==> src/core/jtap_pkg.sv <==
package jtap_pkg;

  // ==========================================================
  // Controller states
  typedef enum logic [3:0] {
    TAP_RESET  = 4'hF,
    TAP_IDLE   = 4'hC,
    DR_SELECT  = 4'h7,
    DR_CAPTURE = 4'h6,
    DR_SHIFT   = 4'h2,
    DR_EXIT1   = 4'h1,
    DR_PAUSE   = 4'h3,
    DR_EXIT2   = 4'h0,
    DR_UPDATE  = 4'h5,
    IR_SELECT  = 4'h4,
    IR_CAPTURE = 4'hE,
    IR_SHIFT   = 4'hA,
    IR_EXIT1   = 4'h9,
    IR_PAUSE   = 4'hB,
    IR_EXIT2   = 4'h8,
    IR_UPDATE  = 4'hD
  } jtap_state_t;

  // ==========================================================
  // Instructions
  localparam int         IR_W           = 4;
  localparam logic [3:0] IR_CAPTURE_VAL = 4'h1;
  localparam logic [3:0] INS_IDCODE     = 4'h1;
  localparam logic [3:0] INS_CPU_SCAN   = 4'h8;
  localparam logic [3:0] INS_BP_SCAN    = 4'h9;
  localparam logic [3:0] INS_OCD_COMM   = 4'hA;
  localparam logic [3:0] INS_BYPASS     = 4'hF;

  // ==========================================================
  // Data register lengths
  localparam int         DR_W       = 72;
  localparam int         ADDR_W     = 16;
  localparam int         CPU_W      = 16;
  localparam logic [6:0] LEN_BYPASS = 7'h01;
  localparam logic [6:0] LEN_IDCODE = 7'h20;
  localparam logic [6:0] LEN_CPU    = 7'h10;
  localparam logic [6:0] LEN_OCD    = 7'h09;
  localparam logic [6:0] LEN_BP     = 7'h48;

  // ==========================================================
  // Break point configuration
  localparam logic [1:0] BP_MODE_PROG4     = 2'h0;
  localparam logic [1:0] BP_MODE_PROG_DATA = 2'h1;
  localparam logic [1:0] BP_MODE_RANGE     = 2'h2;

  typedef struct packed {
    logic [3:0][15:0] addr;
    logic [3:0]       bpEn;
    logic             stepEn;
    logic             flowEn;
    logic [1:0]       mode;
  } jtap_bp_cfg_t;

endpackage : jtap_pkg

==> src/core/jtap_bp_if.sv <==
`timescale 1ns/100ps
interface jtap_bp_if;
  jtap_pkg::jtap_bp_cfg_t cfg;
  logic                   breakReq;

  modport tap (
    output cfg,
    input  breakReq
  );

  modport unit (
    input  cfg,
    output breakReq
  );
endinterface : jtap_bp_if

==> src/core/jtap_debug_port.sv <==
`timescale 1ns/100ps
// Contract
// - Controller is a sixteen-state machine
// - Transitions use mode-select at test-clock rise
// - Power-on reset enters Test-Logic-Reset
// - All shift registers move LSB first
// - Four-bit instruction, top bit on exit edge
// - Shift-IR outputs captured value 0x01
// - Instruction latched in Update-IR state
// - Latched instruction selects data path
// - Exit, Pause, Exit2 states do nothing
// - Last data bit shifts on exit edge
// - Shift-DR outputs values captured in Capture-DR
// - Parallel outputs update only in Update-DR
// - Five high mode-select periods force reset
// - CPU runs scanned instructions, result readable
// - Flow, step, program and combined breaks
// - Four break points in three arrangements
// - Data output undriven unless shifting
module jtap_debug_port #(
  parameter logic [31:0] IDCODE_VALUE = 32'h0000_0001 // Arbitrary value
) (
  input  wire logic        mclk,
  input  wire logic        rst,
  input  wire logic        tck,
  input  wire logic        tms,
  input  wire logic        tdi,
  output wire logic        tdo,
  output wire logic        tdoOe,
  output wire logic [15:0] cpuInstr,
  output wire logic        cpuInstrStb,
  input  wire logic [7:0]  cpuResult,
  input  wire logic        cpuResultValid,
  output wire logic        ocdDirty,
  input  wire logic [15:0] pc,
  input  wire logic        pcValid,
  input  wire logic        flowChange,
  input  wire logic [15:0] dataAddr,
  input  wire logic        dataAccess,
  output wire logic        breakReq
);

  // ==========================================================
  // State
  typedef struct packed {
    logic                   tckMeta;
    logic                   tckSync;
    logic                   tckPrev;
    logic                   tmsMeta;
    logic                   tmsSync;
    logic                   tdiMeta;
    logic                   tdiSync;
    jtap_pkg::jtap_state_t  tap;
    logic [3:0]             irShift;
    logic [3:0]             irHold;
    logic [71:0]            drShift;
    logic                   tdo;
    logic                   tdoOe;
    logic [15:0]            cpuInstr;
    logic                   cpuStb;
    logic [7:0]             ocdData;
    logic                   ocdDirty;
    jtap_pkg::jtap_bp_cfg_t bpCfg;
  } jtap_core_st_t;

  localparam jtap_core_st_t ST_RST = '{
    tap:     jtap_pkg::TAP_RESET,
    irHold:  jtap_pkg::INS_IDCODE,
    bpCfg:   '0,
    default: '0
  };

  jtap_core_st_t s;
  jtap_core_st_t n;

  jtap_bp_if bpLink ();

  // ==========================================================
  // Functions
  function automatic jtap_pkg::jtap_state_t tapNext(
    input jtap_pkg::jtap_state_t cur,
    input logic                  m
  );
    case (cur)
      jtap_pkg::TAP_RESET:  tapNext = m ? jtap_pkg::TAP_RESET : jtap_pkg::TAP_IDLE;
      jtap_pkg::TAP_IDLE:   tapNext = m ? jtap_pkg::DR_SELECT : jtap_pkg::TAP_IDLE;
      jtap_pkg::DR_SELECT:  tapNext = m ? jtap_pkg::IR_SELECT : jtap_pkg::DR_CAPTURE;
      jtap_pkg::DR_CAPTURE: tapNext = m ? jtap_pkg::DR_EXIT1  : jtap_pkg::DR_SHIFT;
      jtap_pkg::DR_SHIFT:   tapNext = m ? jtap_pkg::DR_EXIT1  : jtap_pkg::DR_SHIFT;
      jtap_pkg::DR_EXIT1:   tapNext = m ? jtap_pkg::DR_UPDATE : jtap_pkg::DR_PAUSE;
      jtap_pkg::DR_PAUSE:   tapNext = m ? jtap_pkg::DR_EXIT2  : jtap_pkg::DR_PAUSE;
      jtap_pkg::DR_EXIT2:   tapNext = m ? jtap_pkg::DR_UPDATE : jtap_pkg::DR_SHIFT;
      jtap_pkg::DR_UPDATE:  tapNext = m ? jtap_pkg::DR_SELECT : jtap_pkg::TAP_IDLE;
      jtap_pkg::IR_SELECT:  tapNext = m ? jtap_pkg::TAP_RESET : jtap_pkg::IR_CAPTURE;
      jtap_pkg::IR_CAPTURE: tapNext = m ? jtap_pkg::IR_EXIT1  : jtap_pkg::IR_SHIFT;
      jtap_pkg::IR_SHIFT:   tapNext = m ? jtap_pkg::IR_EXIT1  : jtap_pkg::IR_SHIFT;
      jtap_pkg::IR_EXIT1:   tapNext = m ? jtap_pkg::IR_UPDATE : jtap_pkg::IR_PAUSE;
      jtap_pkg::IR_PAUSE:   tapNext = m ? jtap_pkg::IR_EXIT2  : jtap_pkg::IR_PAUSE;
      jtap_pkg::IR_EXIT2:   tapNext = m ? jtap_pkg::IR_UPDATE : jtap_pkg::IR_SHIFT;
      jtap_pkg::IR_UPDATE:  tapNext = m ? jtap_pkg::DR_SELECT : jtap_pkg::TAP_IDLE;
      default:              tapNext = jtap_pkg::TAP_RESET;
    endcase
  endfunction : tapNext

  // Serial length of the register the instruction selects
  function automatic logic [6:0] drLen(
    input logic [3:0] ins
  );
    if (ins == jtap_pkg::INS_IDCODE)
    begin
      drLen = jtap_pkg::LEN_IDCODE;
    end
    else if (ins == jtap_pkg::INS_CPU_SCAN)
    begin
      drLen = jtap_pkg::LEN_CPU;
    end
    else if (ins == jtap_pkg::INS_OCD_COMM)
    begin
      drLen = jtap_pkg::LEN_OCD;
    end
    else if (ins == jtap_pkg::INS_BP_SCAN)
    begin
      drLen = jtap_pkg::LEN_BP;
    end
    else
    begin
      drLen = jtap_pkg::LEN_BYPASS;
    end
  endfunction : drLen

  // Shift right one place, new bit enters at the top of the chain
  function automatic logic [71:0] drInsert(
    input logic [71:0] dr,
    input logic        bitIn,
    input logic [6:0]  len
  );
    drInsert = '0;
    for (int i = 0; i < jtap_pkg::DR_W - 1; i++)
    begin
      drInsert[i] = (7'(i + 1) == len) ? bitIn : dr[i + 1];
    end
    drInsert[71] = (len == jtap_pkg::LEN_BP) ? bitIn : 1'b0;
  endfunction : drInsert

  // ==========================================================
  // Next state
  always_comb
  begin
    logic tckRise;
    logic tckFall;
    tckRise = s.tckSync && !s.tckPrev;
    tckFall = !s.tckSync && s.tckPrev;
    n       = s;

    // Pin synchronisers
    n.tckMeta = tck;
    n.tckSync = s.tckMeta;
    n.tckPrev = s.tckSync;
    n.tmsMeta = tms;
    n.tmsSync = s.tmsMeta;
    n.tdiMeta = tdi;
    n.tdiSync = s.tdiMeta;

    n.cpuStb = 1'b0;

    // CPU side of the communication register
    if (cpuResultValid)
    begin
      n.ocdData = cpuResult;
    end

    if (tckRise)
    begin
      n.tap = tapNext(s.tap, s.tmsSync);
      case (s.tap)
        jtap_pkg::TAP_RESET:
        begin
          n.irHold = jtap_pkg::INS_IDCODE;
        end
        jtap_pkg::IR_CAPTURE:
        begin
          n.irShift = jtap_pkg::IR_CAPTURE_VAL;
        end
        jtap_pkg::IR_SHIFT:
        begin
          // Exit edge also shifts, so the top bit lands here
          n.irShift = {s.tdiSync, s.irShift[3:1]};
        end
        jtap_pkg::IR_UPDATE:
        begin
          n.irHold = s.irShift;
        end
        jtap_pkg::DR_CAPTURE:
        begin
          // Parallel inputs of the selected register
          if (s.irHold == jtap_pkg::INS_IDCODE)
          begin
            n.drShift = {40'h00_0000_0000, IDCODE_VALUE};
          end
          else if (s.irHold == jtap_pkg::INS_CPU_SCAN)
          begin
            n.drShift = {56'h00_0000_0000_0000, s.cpuInstr};
          end
          else if (s.irHold == jtap_pkg::INS_OCD_COMM)
          begin
            n.drShift = {63'h0, s.ocdDirty, s.ocdData};
          end
          else if (s.irHold == jtap_pkg::INS_BP_SCAN)
          begin
            n.drShift = s.bpCfg;
          end
          else
          begin
            n.drShift = '0;
          end
        end
        jtap_pkg::DR_SHIFT:
        begin
          n.drShift = drInsert(s.drShift, s.tdiSync, drLen(s.irHold));
        end
        jtap_pkg::DR_UPDATE:
        begin
          if (s.irHold == jtap_pkg::INS_CPU_SCAN)
          begin
            n.cpuInstr = s.drShift[15:0];
            n.cpuStb   = 1'b1;
          end
          else if (s.irHold == jtap_pkg::INS_OCD_COMM)
          begin
            n.ocdDirty = 1'b0;
          end
          else if (s.irHold == jtap_pkg::INS_BP_SCAN)
          begin
            n.bpCfg = jtap_pkg::jtap_bp_cfg_t'(s.drShift);
          end
          else
          begin
            n.cpuStb = 1'b0;
          end
        end
        default:
        begin
          n.cpuStb = 1'b0;
        end
      endcase
    end

    // Output side moves half a test-clock later
    if (tckFall)
    begin
      n.tdoOe = (s.tap == jtap_pkg::IR_SHIFT) || (s.tap == jtap_pkg::DR_SHIFT);
      if (s.tap == jtap_pkg::IR_SHIFT)
      begin
        n.tdo = s.irShift[0];
      end
      else if (s.tap == jtap_pkg::DR_SHIFT)
      begin
        n.tdo = s.drShift[0];
      end
      else
      begin
        n.tdo = 1'b0;
      end
    end

    // A new CPU byte beats a debugger clear
    if (cpuResultValid)
    begin
      n.ocdDirty = 1'b1;
    end
  end

  // ==========================================================
  // Registers
  always_ff @(posedge mclk or posedge rst)
  begin
    if (rst)
    begin
      s <= ST_RST;
    end
    else
    begin
      s <= n;
    end
  end

  // ==========================================================
  // Break point unit
  assign bpLink.cfg = s.bpCfg;

  jtap_break_unit u_break (
    .mclk       (mclk),
    .rst        (rst),
    .bp         (bpLink),
    .pc         (pc),
    .pcValid    (pcValid),
    .flowChange (flowChange),
    .dataAddr   (dataAddr),
    .dataAccess (dataAccess)
  );

  // ==========================================================
  // Outputs
  assign tdo         = s.tdo;
  assign tdoOe       = s.tdoOe;
  assign cpuInstr    = s.cpuInstr;
  assign cpuInstrStb = s.cpuStb;
  assign ocdDirty    = s.ocdDirty;
  assign breakReq    = bpLink.breakReq;

endmodule : jtap_debug_port

==> src/core/jtap_break_unit.sv <==
`timescale 1ns/100ps
module jtap_break_unit (
  input  wire logic        mclk,
  input  wire logic        rst,
  jtap_bp_if.unit          bp,
  input  wire logic [15:0] pc,
  input  wire logic        pcValid,
  input  wire logic        flowChange,
  input  wire logic [15:0] dataAddr,
  input  wire logic        dataAccess
);

  typedef struct packed {
    logic breakReq;
  } jtap_bu_st_t;

  jtap_bu_st_t s;
  jtap_bu_st_t n;

  // Address compare, enabled slot only
  function automatic logic addrHit(
    input logic [15:0] a,
    input logic [15:0] refAddr,
    input logic        en
  );
    addrHit = en && (a == refAddr);
  endfunction : addrHit

  // ==========================================================
  // Break decision
  always_comb
  begin
    logic progHit;
    logic dataHit;
    progHit = 1'b0;
    dataHit = 1'b0;
    n       = s;
    case (bp.cfg.mode)
      jtap_pkg::BP_MODE_PROG_DATA:
      begin
        progHit = addrHit(pc, bp.cfg.addr[0], bp.cfg.bpEn[0])
               || addrHit(pc, bp.cfg.addr[1], bp.cfg.bpEn[1])
               || addrHit(pc, bp.cfg.addr[2], bp.cfg.bpEn[2]);
        dataHit = addrHit(dataAddr, bp.cfg.addr[3], bp.cfg.bpEn[3]);
      end
      jtap_pkg::BP_MODE_RANGE:
      begin
        progHit = addrHit(pc, bp.cfg.addr[0], bp.cfg.bpEn[0])
               || addrHit(pc, bp.cfg.addr[1], bp.cfg.bpEn[1]);
        // Slot 3 is the mask: set bits are ignored
        dataHit = addrHit(dataAddr & ~bp.cfg.addr[3], bp.cfg.addr[2] & ~bp.cfg.addr[3],
                          bp.cfg.bpEn[2]);
      end
      default:
      begin
        progHit = addrHit(pc, bp.cfg.addr[0], bp.cfg.bpEn[0])
               || addrHit(pc, bp.cfg.addr[1], bp.cfg.bpEn[1])
               || addrHit(pc, bp.cfg.addr[2], bp.cfg.bpEn[2])
               || addrHit(pc, bp.cfg.addr[3], bp.cfg.bpEn[3]);
      end
    endcase
    n.breakReq = (pcValid && (progHit || bp.cfg.stepEn))
              || (flowChange && bp.cfg.flowEn)
              || (dataAccess && dataHit);
  end

  always_ff @(posedge mclk or posedge rst)
  begin
    if (rst)
    begin
      s <= '0;
    end
    else
    begin
      s <= n;
    end
  end

  assign bp.breakReq = s.breakReq;

endmodule : jtap_break_unit

==> config.mk <==
export PLATFORM = sky130hd
export DESIGN_NAME = jtap_debug_port
export DESIGN_NICKNAME = d
export VERILOG_FILES = /design/src/core/jtap_pkg.sv /design/src/core/jtap_bp_if.sv /design/src/core/jtap_debug_port.sv /design/src/core/jtap_break_unit.sv
export SDC_FILE = /design/constraint.sdc
export NUM_CORES = 1
export LEC_CHECK = 0
export BUFFER_PORTS_ARGS = -buffer_cell sky130_fd_sc_hd__buf_4
export CAP_MARGIN = 20
export CORE_MARGIN = 2
export CORE_UTILIZATION = 35
export DETAILED_ROUTE_END_ITERATION = 16
export GPL_TIMING_DRIVEN = 0
export PLACE_DENSITY = 0.57
export SYNTH_ARGS = -nofsm -noshare
export SYNTH_HDL_FRONTEND = slang
export SYNTH_HIERARCHICAL = 1
export SYNTH_SLANG_ARGS = --single-unit
==> constraint.sdc <==
create_clock -name mclk -period 5.29 [get_ports mclk]
set_clock_uncertainty 0.05 [all_clocks]
set_input_delay 0.2645 -clock mclk [delete_from_list [all_inputs] [get_ports mclk]]
set_output_delay 0.2645 -clock mclk [all_outputs]
set_load 0.01 [all_outputs]
# --- Word-level counts from Yosys, hierarchy flattened ---
# Cells that the tools add are included.
totals:
  wordCells: 279
  output_inout_bits: 21
  ff_bits: 192
op_classes:
  n_reduce_logical: 36
  n_eq_ne: 100
  muxes: 112
  bitwise: 5
op_table:
  columns: ["operator", "n"]
  rows:
  - ["72-bit two-way mux", 6]
  - ["6-bit by 7-bit equality test with 1-bit output, first input constant", 32]
  - ["73-bit two-way mux", 3]
  - ["72-bit one-hot mux with 2 select lines", 1]
  - ["5-bit by 7-bit equality test with 1-bit output, first input constant", 16]
  - ["16-bit equality test", 6]
  - ["1-bit two-way mux", 80]
  - ["4-bit by 7-bit equality test with 1-bit output, first input constant", 8]
  - ["7-bit equality test, first input constant", 8]
  - ["4-bit one-hot mux with 12 select lines", 1]
  - ["4-bit equality test, second input constant", 11]
  - ["7-bit two-way mux", 6]
  - ["16-bit AND", 2]
  - ["3-bit by 7-bit equality test with 1-bit output, first input constant", 4]
  - ["4-bit by 3-bit equality test with 1-bit output, second input constant", 4]
  - ["16-bit NOT", 1]
  - ["4-bit one-hot mux with 2 select lines", 2]
  - ["2-bit by 7-bit equality test with 1-bit output, first input constant", 2]
  - ["2-bit two-way mux", 6]
  - ["3-bit two-way mux", 4]
  - ["2-bit nonzero test", 6]
  - ["1-bit logical AND", 11]
  - ["4-bit by 1-bit equality test with 1-bit output, second input constant", 2]
  - ["4-bit by 2-bit equality test with 1-bit output, second input constant", 2]
  - ["other kinds (17)", 29]

# --- Depth between registers and ports, before layout ---
depth:
  word_depth: 10
  mapped_depth: 7
  ltp_nobuf: 7

# --- Hierarchy ---
# The synthesis kept the hierarchy.
modules_own_cells:
  columns: ["module", "cells_each", "n_inst", "area_per_inst_um2"]
  rows:
  - ["jtap_debug_port", 746, 1, 8340.5]
  - ["jtap_break_unit", 183, 1, 1410.1]

# --- Least setup slack after synthesis ---
# OpenSTA, ideal clock, no wires.
synth_path:
  kind: "register -> register"
  from: "reg s[182] (netlist name)"
  to: "reg s (netlist bit bpLink.cfg[56])"
  arrival_time_ns: 1.688
  path_stages_with_launch: 6
  setup_slack_ns: 3.424
  synth_period_minus_slack_ns: 1.866
  setup_time_ns: 0.127
  t_required_ns: 5.113
  cell_sequence: "dfstp_2 > nand4bb_1 > nor3b_2 > nand2_2 > buf_6 > mux2_1"
synth_via:
  elab_chain_len: 2
synth_rtl:
  columns: ["item", "line_no", "rtl"]
  rows:
  - ["from (decl)", "jtap_debug_port.sv:73", "jtap_core_st_t s;"]
  - ["from (signal assigned)", "jtap_debug_port.sv:283", "s <= n;"]
  - ["4-bit by 3-bit equality test with 1-bit output", "jtap_debug_port.sv:175", "case (s.tap)"]
  - ["5-bit AND reduction (no source line)", null, null]
# Every way passes these cells.
# A chain may end at the register's enable or synchronous reset.

# --- Worst setup path in the final report ---
layout_path:
  from: "reg s[181] (netlist name)"
  to: "reg s[152] (netlist name)"
layout_via:
  elab_chain_len: 3
  elab_cells_between_ends: 5
layout_rtl:
  columns: ["item", "line_no"]
  rows:
  - ["4-bit by 2-bit equality test with 1-bit output / 4-bit by 3-bit equality test with 1-bit output (equally long branches)", "jtap_debug_port.sv:175"]
  - ["2-bit nonzero test (no source line)", null]
  - ["2-bit AND reduction (no source line)", null]
# Several ways; a longest one is shown, not always the timed one.

==> impl_metrics.toml <==
[placement]
port_buffers = 62
dpl_cell_area_mm2 = 0.0108
preCtsSetupSlack_ps = 2700
hpwl_mm = 19.6
routabilityCongestion = 0.882

[yosys]
synthAdderAreaFrac_pct = 2.31
synth-edff-count = 0
synth.area.top_cells = "dfrtp_1 (48%), mux2_1 (9.1%), xnor2_1 (6.1%)"
synth_xor_area_share_pct = 7.19
yosys.area.top_type = "dfrtp_1"
synth_cells = 929
syn_nets = 996
synth_area_mm2 = 0.00975
synth_compound_area_share_pct = 9.83
synthMuxAreaShare_pct = 11.7
ys_ff_latch = 192
async_reset_ff_share_pct = 100
synthFlopType = "dfrtp_1"
synth_top_family_by_area = "simple AND/OR/NAND/NOR gates"
avgSynthCellArea_um2 = 10.5
synth_cell_types = 53
yosysSeqAreaShare_pct = 49.3
synthSimpleGateAreaFrac_pct = 14.1
yosysWarnings = 6
yosysTopAreaCellShare_pct = 48.0

[timing]
setup_ws_ps = 2590
fmax_ghz = 0.370
fin_crit_sh_pct = 51.1
finalSetupTns_ps = 0
tightest_slew_ps = 743
hold_ws_ps = 187
grt_setup_unrepaired = "no"
finalHoldViolations = 0
maxSlewHeadroom_pct = 50.1
final_max_slew_viol_count = 0
period_minus_slack_ps = 2700
setup_viol = 0

[layout]
seqCellArea_mm2 = 0.00481
design_area_mm2 = 0.0116
area_delta_synth_final_pct = 18.6
nets = 1094
drive_gt1_share_pct = 16.1
multi_input_area_mm2 = 0.00440
n_fill_cell = 2738

[worst_setup_path]
worstPathRequired_ps = 5600
crit_type = "reg2reg"
slowest_delay_ps = 640
cp_max_fo = 10
crit_family = "buffers and inverters"
worstSetupStartpointType = "flop"
critPathArrivalTime_ps = 3020
end_kind = "flop"
path_cells = "nand2b_1, nor3_1, buf_2, buf_1, nor2_1, a31oi_1"
crit_path_top_delay_cell = "nor3_1"
path_buf_inv = 2

[floorplan]
fp-row-count = 61
fp.dieH_um = 171
die_x_um = 171
ios = 70
core_area_mm2 = 0.0276
die_area_mm2 = 0.0292
start_util_pct = 35.3

[global_route]
grt_use_total_pct = 19.2
grt_start_max_net_pins = 42
grt_pass1_vias = 7327
grt_pass1_wl_mm = 42.6
overflow = 0
grt_antenna_before_repair = 1

[clock_network]
cts.path.max_buffers = 2
clock_latency_ps = 440
htreeDepth = 4
cts_made_buffers = 17
cts_tree = "yes"
cts.clk_slew.worst_paths_ps = 70
cts_sinks = 192
post_cts.repair.setup_buffers = 0
clock-root-buffer = "clkbuf_16"

[power]
power_mw = 4.52
power_density_mw_per_mm2 = 391
peakVddDrop_mv = 0.254
p_leak_nw = 4.95

[detailed_routing]
via_per_inst = 5.25
wl_per_cell_um = 19.1
drt_wl_total_mm = 27.0
route.vias.total = 7441
drt_iter0_markers = 679
ant_nets = 0
drc = 0
dr.pass1.iters = 5

[worst_hold_path]
min_path_type = "in2async"

[outcome]
status = "complete, no violations"

[run]
max_cap_violations = 0
==> flip-flops by register name (all words and copies together) (netlist names) <==
register             flops
u_break/bp.breakReq      1
ocdDirty                 1
s                       95
cpuInstr                16
tdo                      1
bpLink.cfg              72
tdoOe                    1
n                        4
cpuInstrStb              1
==> logic make-up after synthesis <==
logic type	after synthesis
flops	192
xor+xnor	80
simple gates	281
buf+inv	108
compound gates	148
mux	102
fa+ha+maj	18
==> worst reg2reg max path, cell delays in order, from the launching register on <==
cell and delay, ps:
dfstp_2 570, nand2b_1 140, nor3_1 640, buf_2 430, buf_1 520, nor2_1 90, a31oi_1 170
==> power by group <==
group	internal, mW	switching (mW)
sequential	1.80	0.263
combinational	0.409	0.624
clock	0.828	0.605
total	3.03	1.49
==> area by class of cell <==
cell class              count  area share, %
inverters                  28          0.942
clock inverters            12           1.66
repair buffers             79           5.93
diodes                      1         0.0216
plain buffers              80           3.77
well taps                 378           4.09
clock buffers              19           3.92
flip-flops and latches    192           41.6
multi-input cells         629           38.1
==> through the flow <==
stage,util [%],cells
final,41.8,1418
after floorplan,-,929
after CTS,41.8,1417
after global placement,38.7,1369
after detailed placement,39.1,1374
after global routing,41.8,1417
==> path summary, 6_finish.rpt <==
path / depth (start not counted) / startpoint / end / slack [ps]
worst max-delay path: 6 / s[181] / s[152] / 2590
worst min-delay path: 3 / rst / u_break/bp.breakReq / 190
worst max register to register: 6 / s[181] / s[152] / 2590
worst min register to register: 0 / n[184] / s[184] / 300
max in group asynchronous: 5 / rst / s[172] / 3860
min in group mclk: 3 / pcValid / u_break/bp.breakReq / 210
==> repair_timing <==
item | in CTS | in global routing
hold buffers | 12 | 0
resized for setup | 0 | 0
hold endpoints to repair | 32 | 0
==> Yosys cell counts, types with 6 or more instances <==
master	n
o21ai_1	6
a2bb2oi_1	6
o21ai_0	15
buf_6	7
a21oi_1	21
nor2b_1	16
nand2_1	80
xor2_1	12
a31oi_1	57
nand3_1	61
buf_1	6
inv_1	28
xnor2_1	68
a22oi_1	15
mux2_1	79
clkbuf_1	35
nor4_1	8
a21o_1	8
buf_4	17
nand2b_1	7
dfrtp_1	187
buf_2	15
ha_1	18
nand4_1	18
nor2_1	66
mux2_2	18
==> per-layer routing <==
layer / track usage (%) / up-vias / wire (µm) / part of all wire (%)
met2: 28.3 / 246 / 11800 / 44
met5: 0 / - / 0 / 0
li1: - / 3444 / - / -
met1: 28.1 / 3711 / 12900 / 48
met4: 6.34 / 0 / 580 / 2.1
met3: 3.89 / 40 / 1730 / 6.4
==> cells in the final DEF (no fill, tap or decap), types with 16 or more instances in the layout <==
cell,instances
a21oi_1,21
nor2b_1,16
xnor2_1,68
nand2_1,80
clkbuf_16,17
dfrtp_1,187
mux2_2,18
clkbuf_1,35
inv_1,27
nand3_1,61
a31oi_1,57
nand4_1,18
nor2_1,66
buf_4,79
mux2_1,79
ha_1,18
No activity file was read; power rests on OpenSTA's default activity.
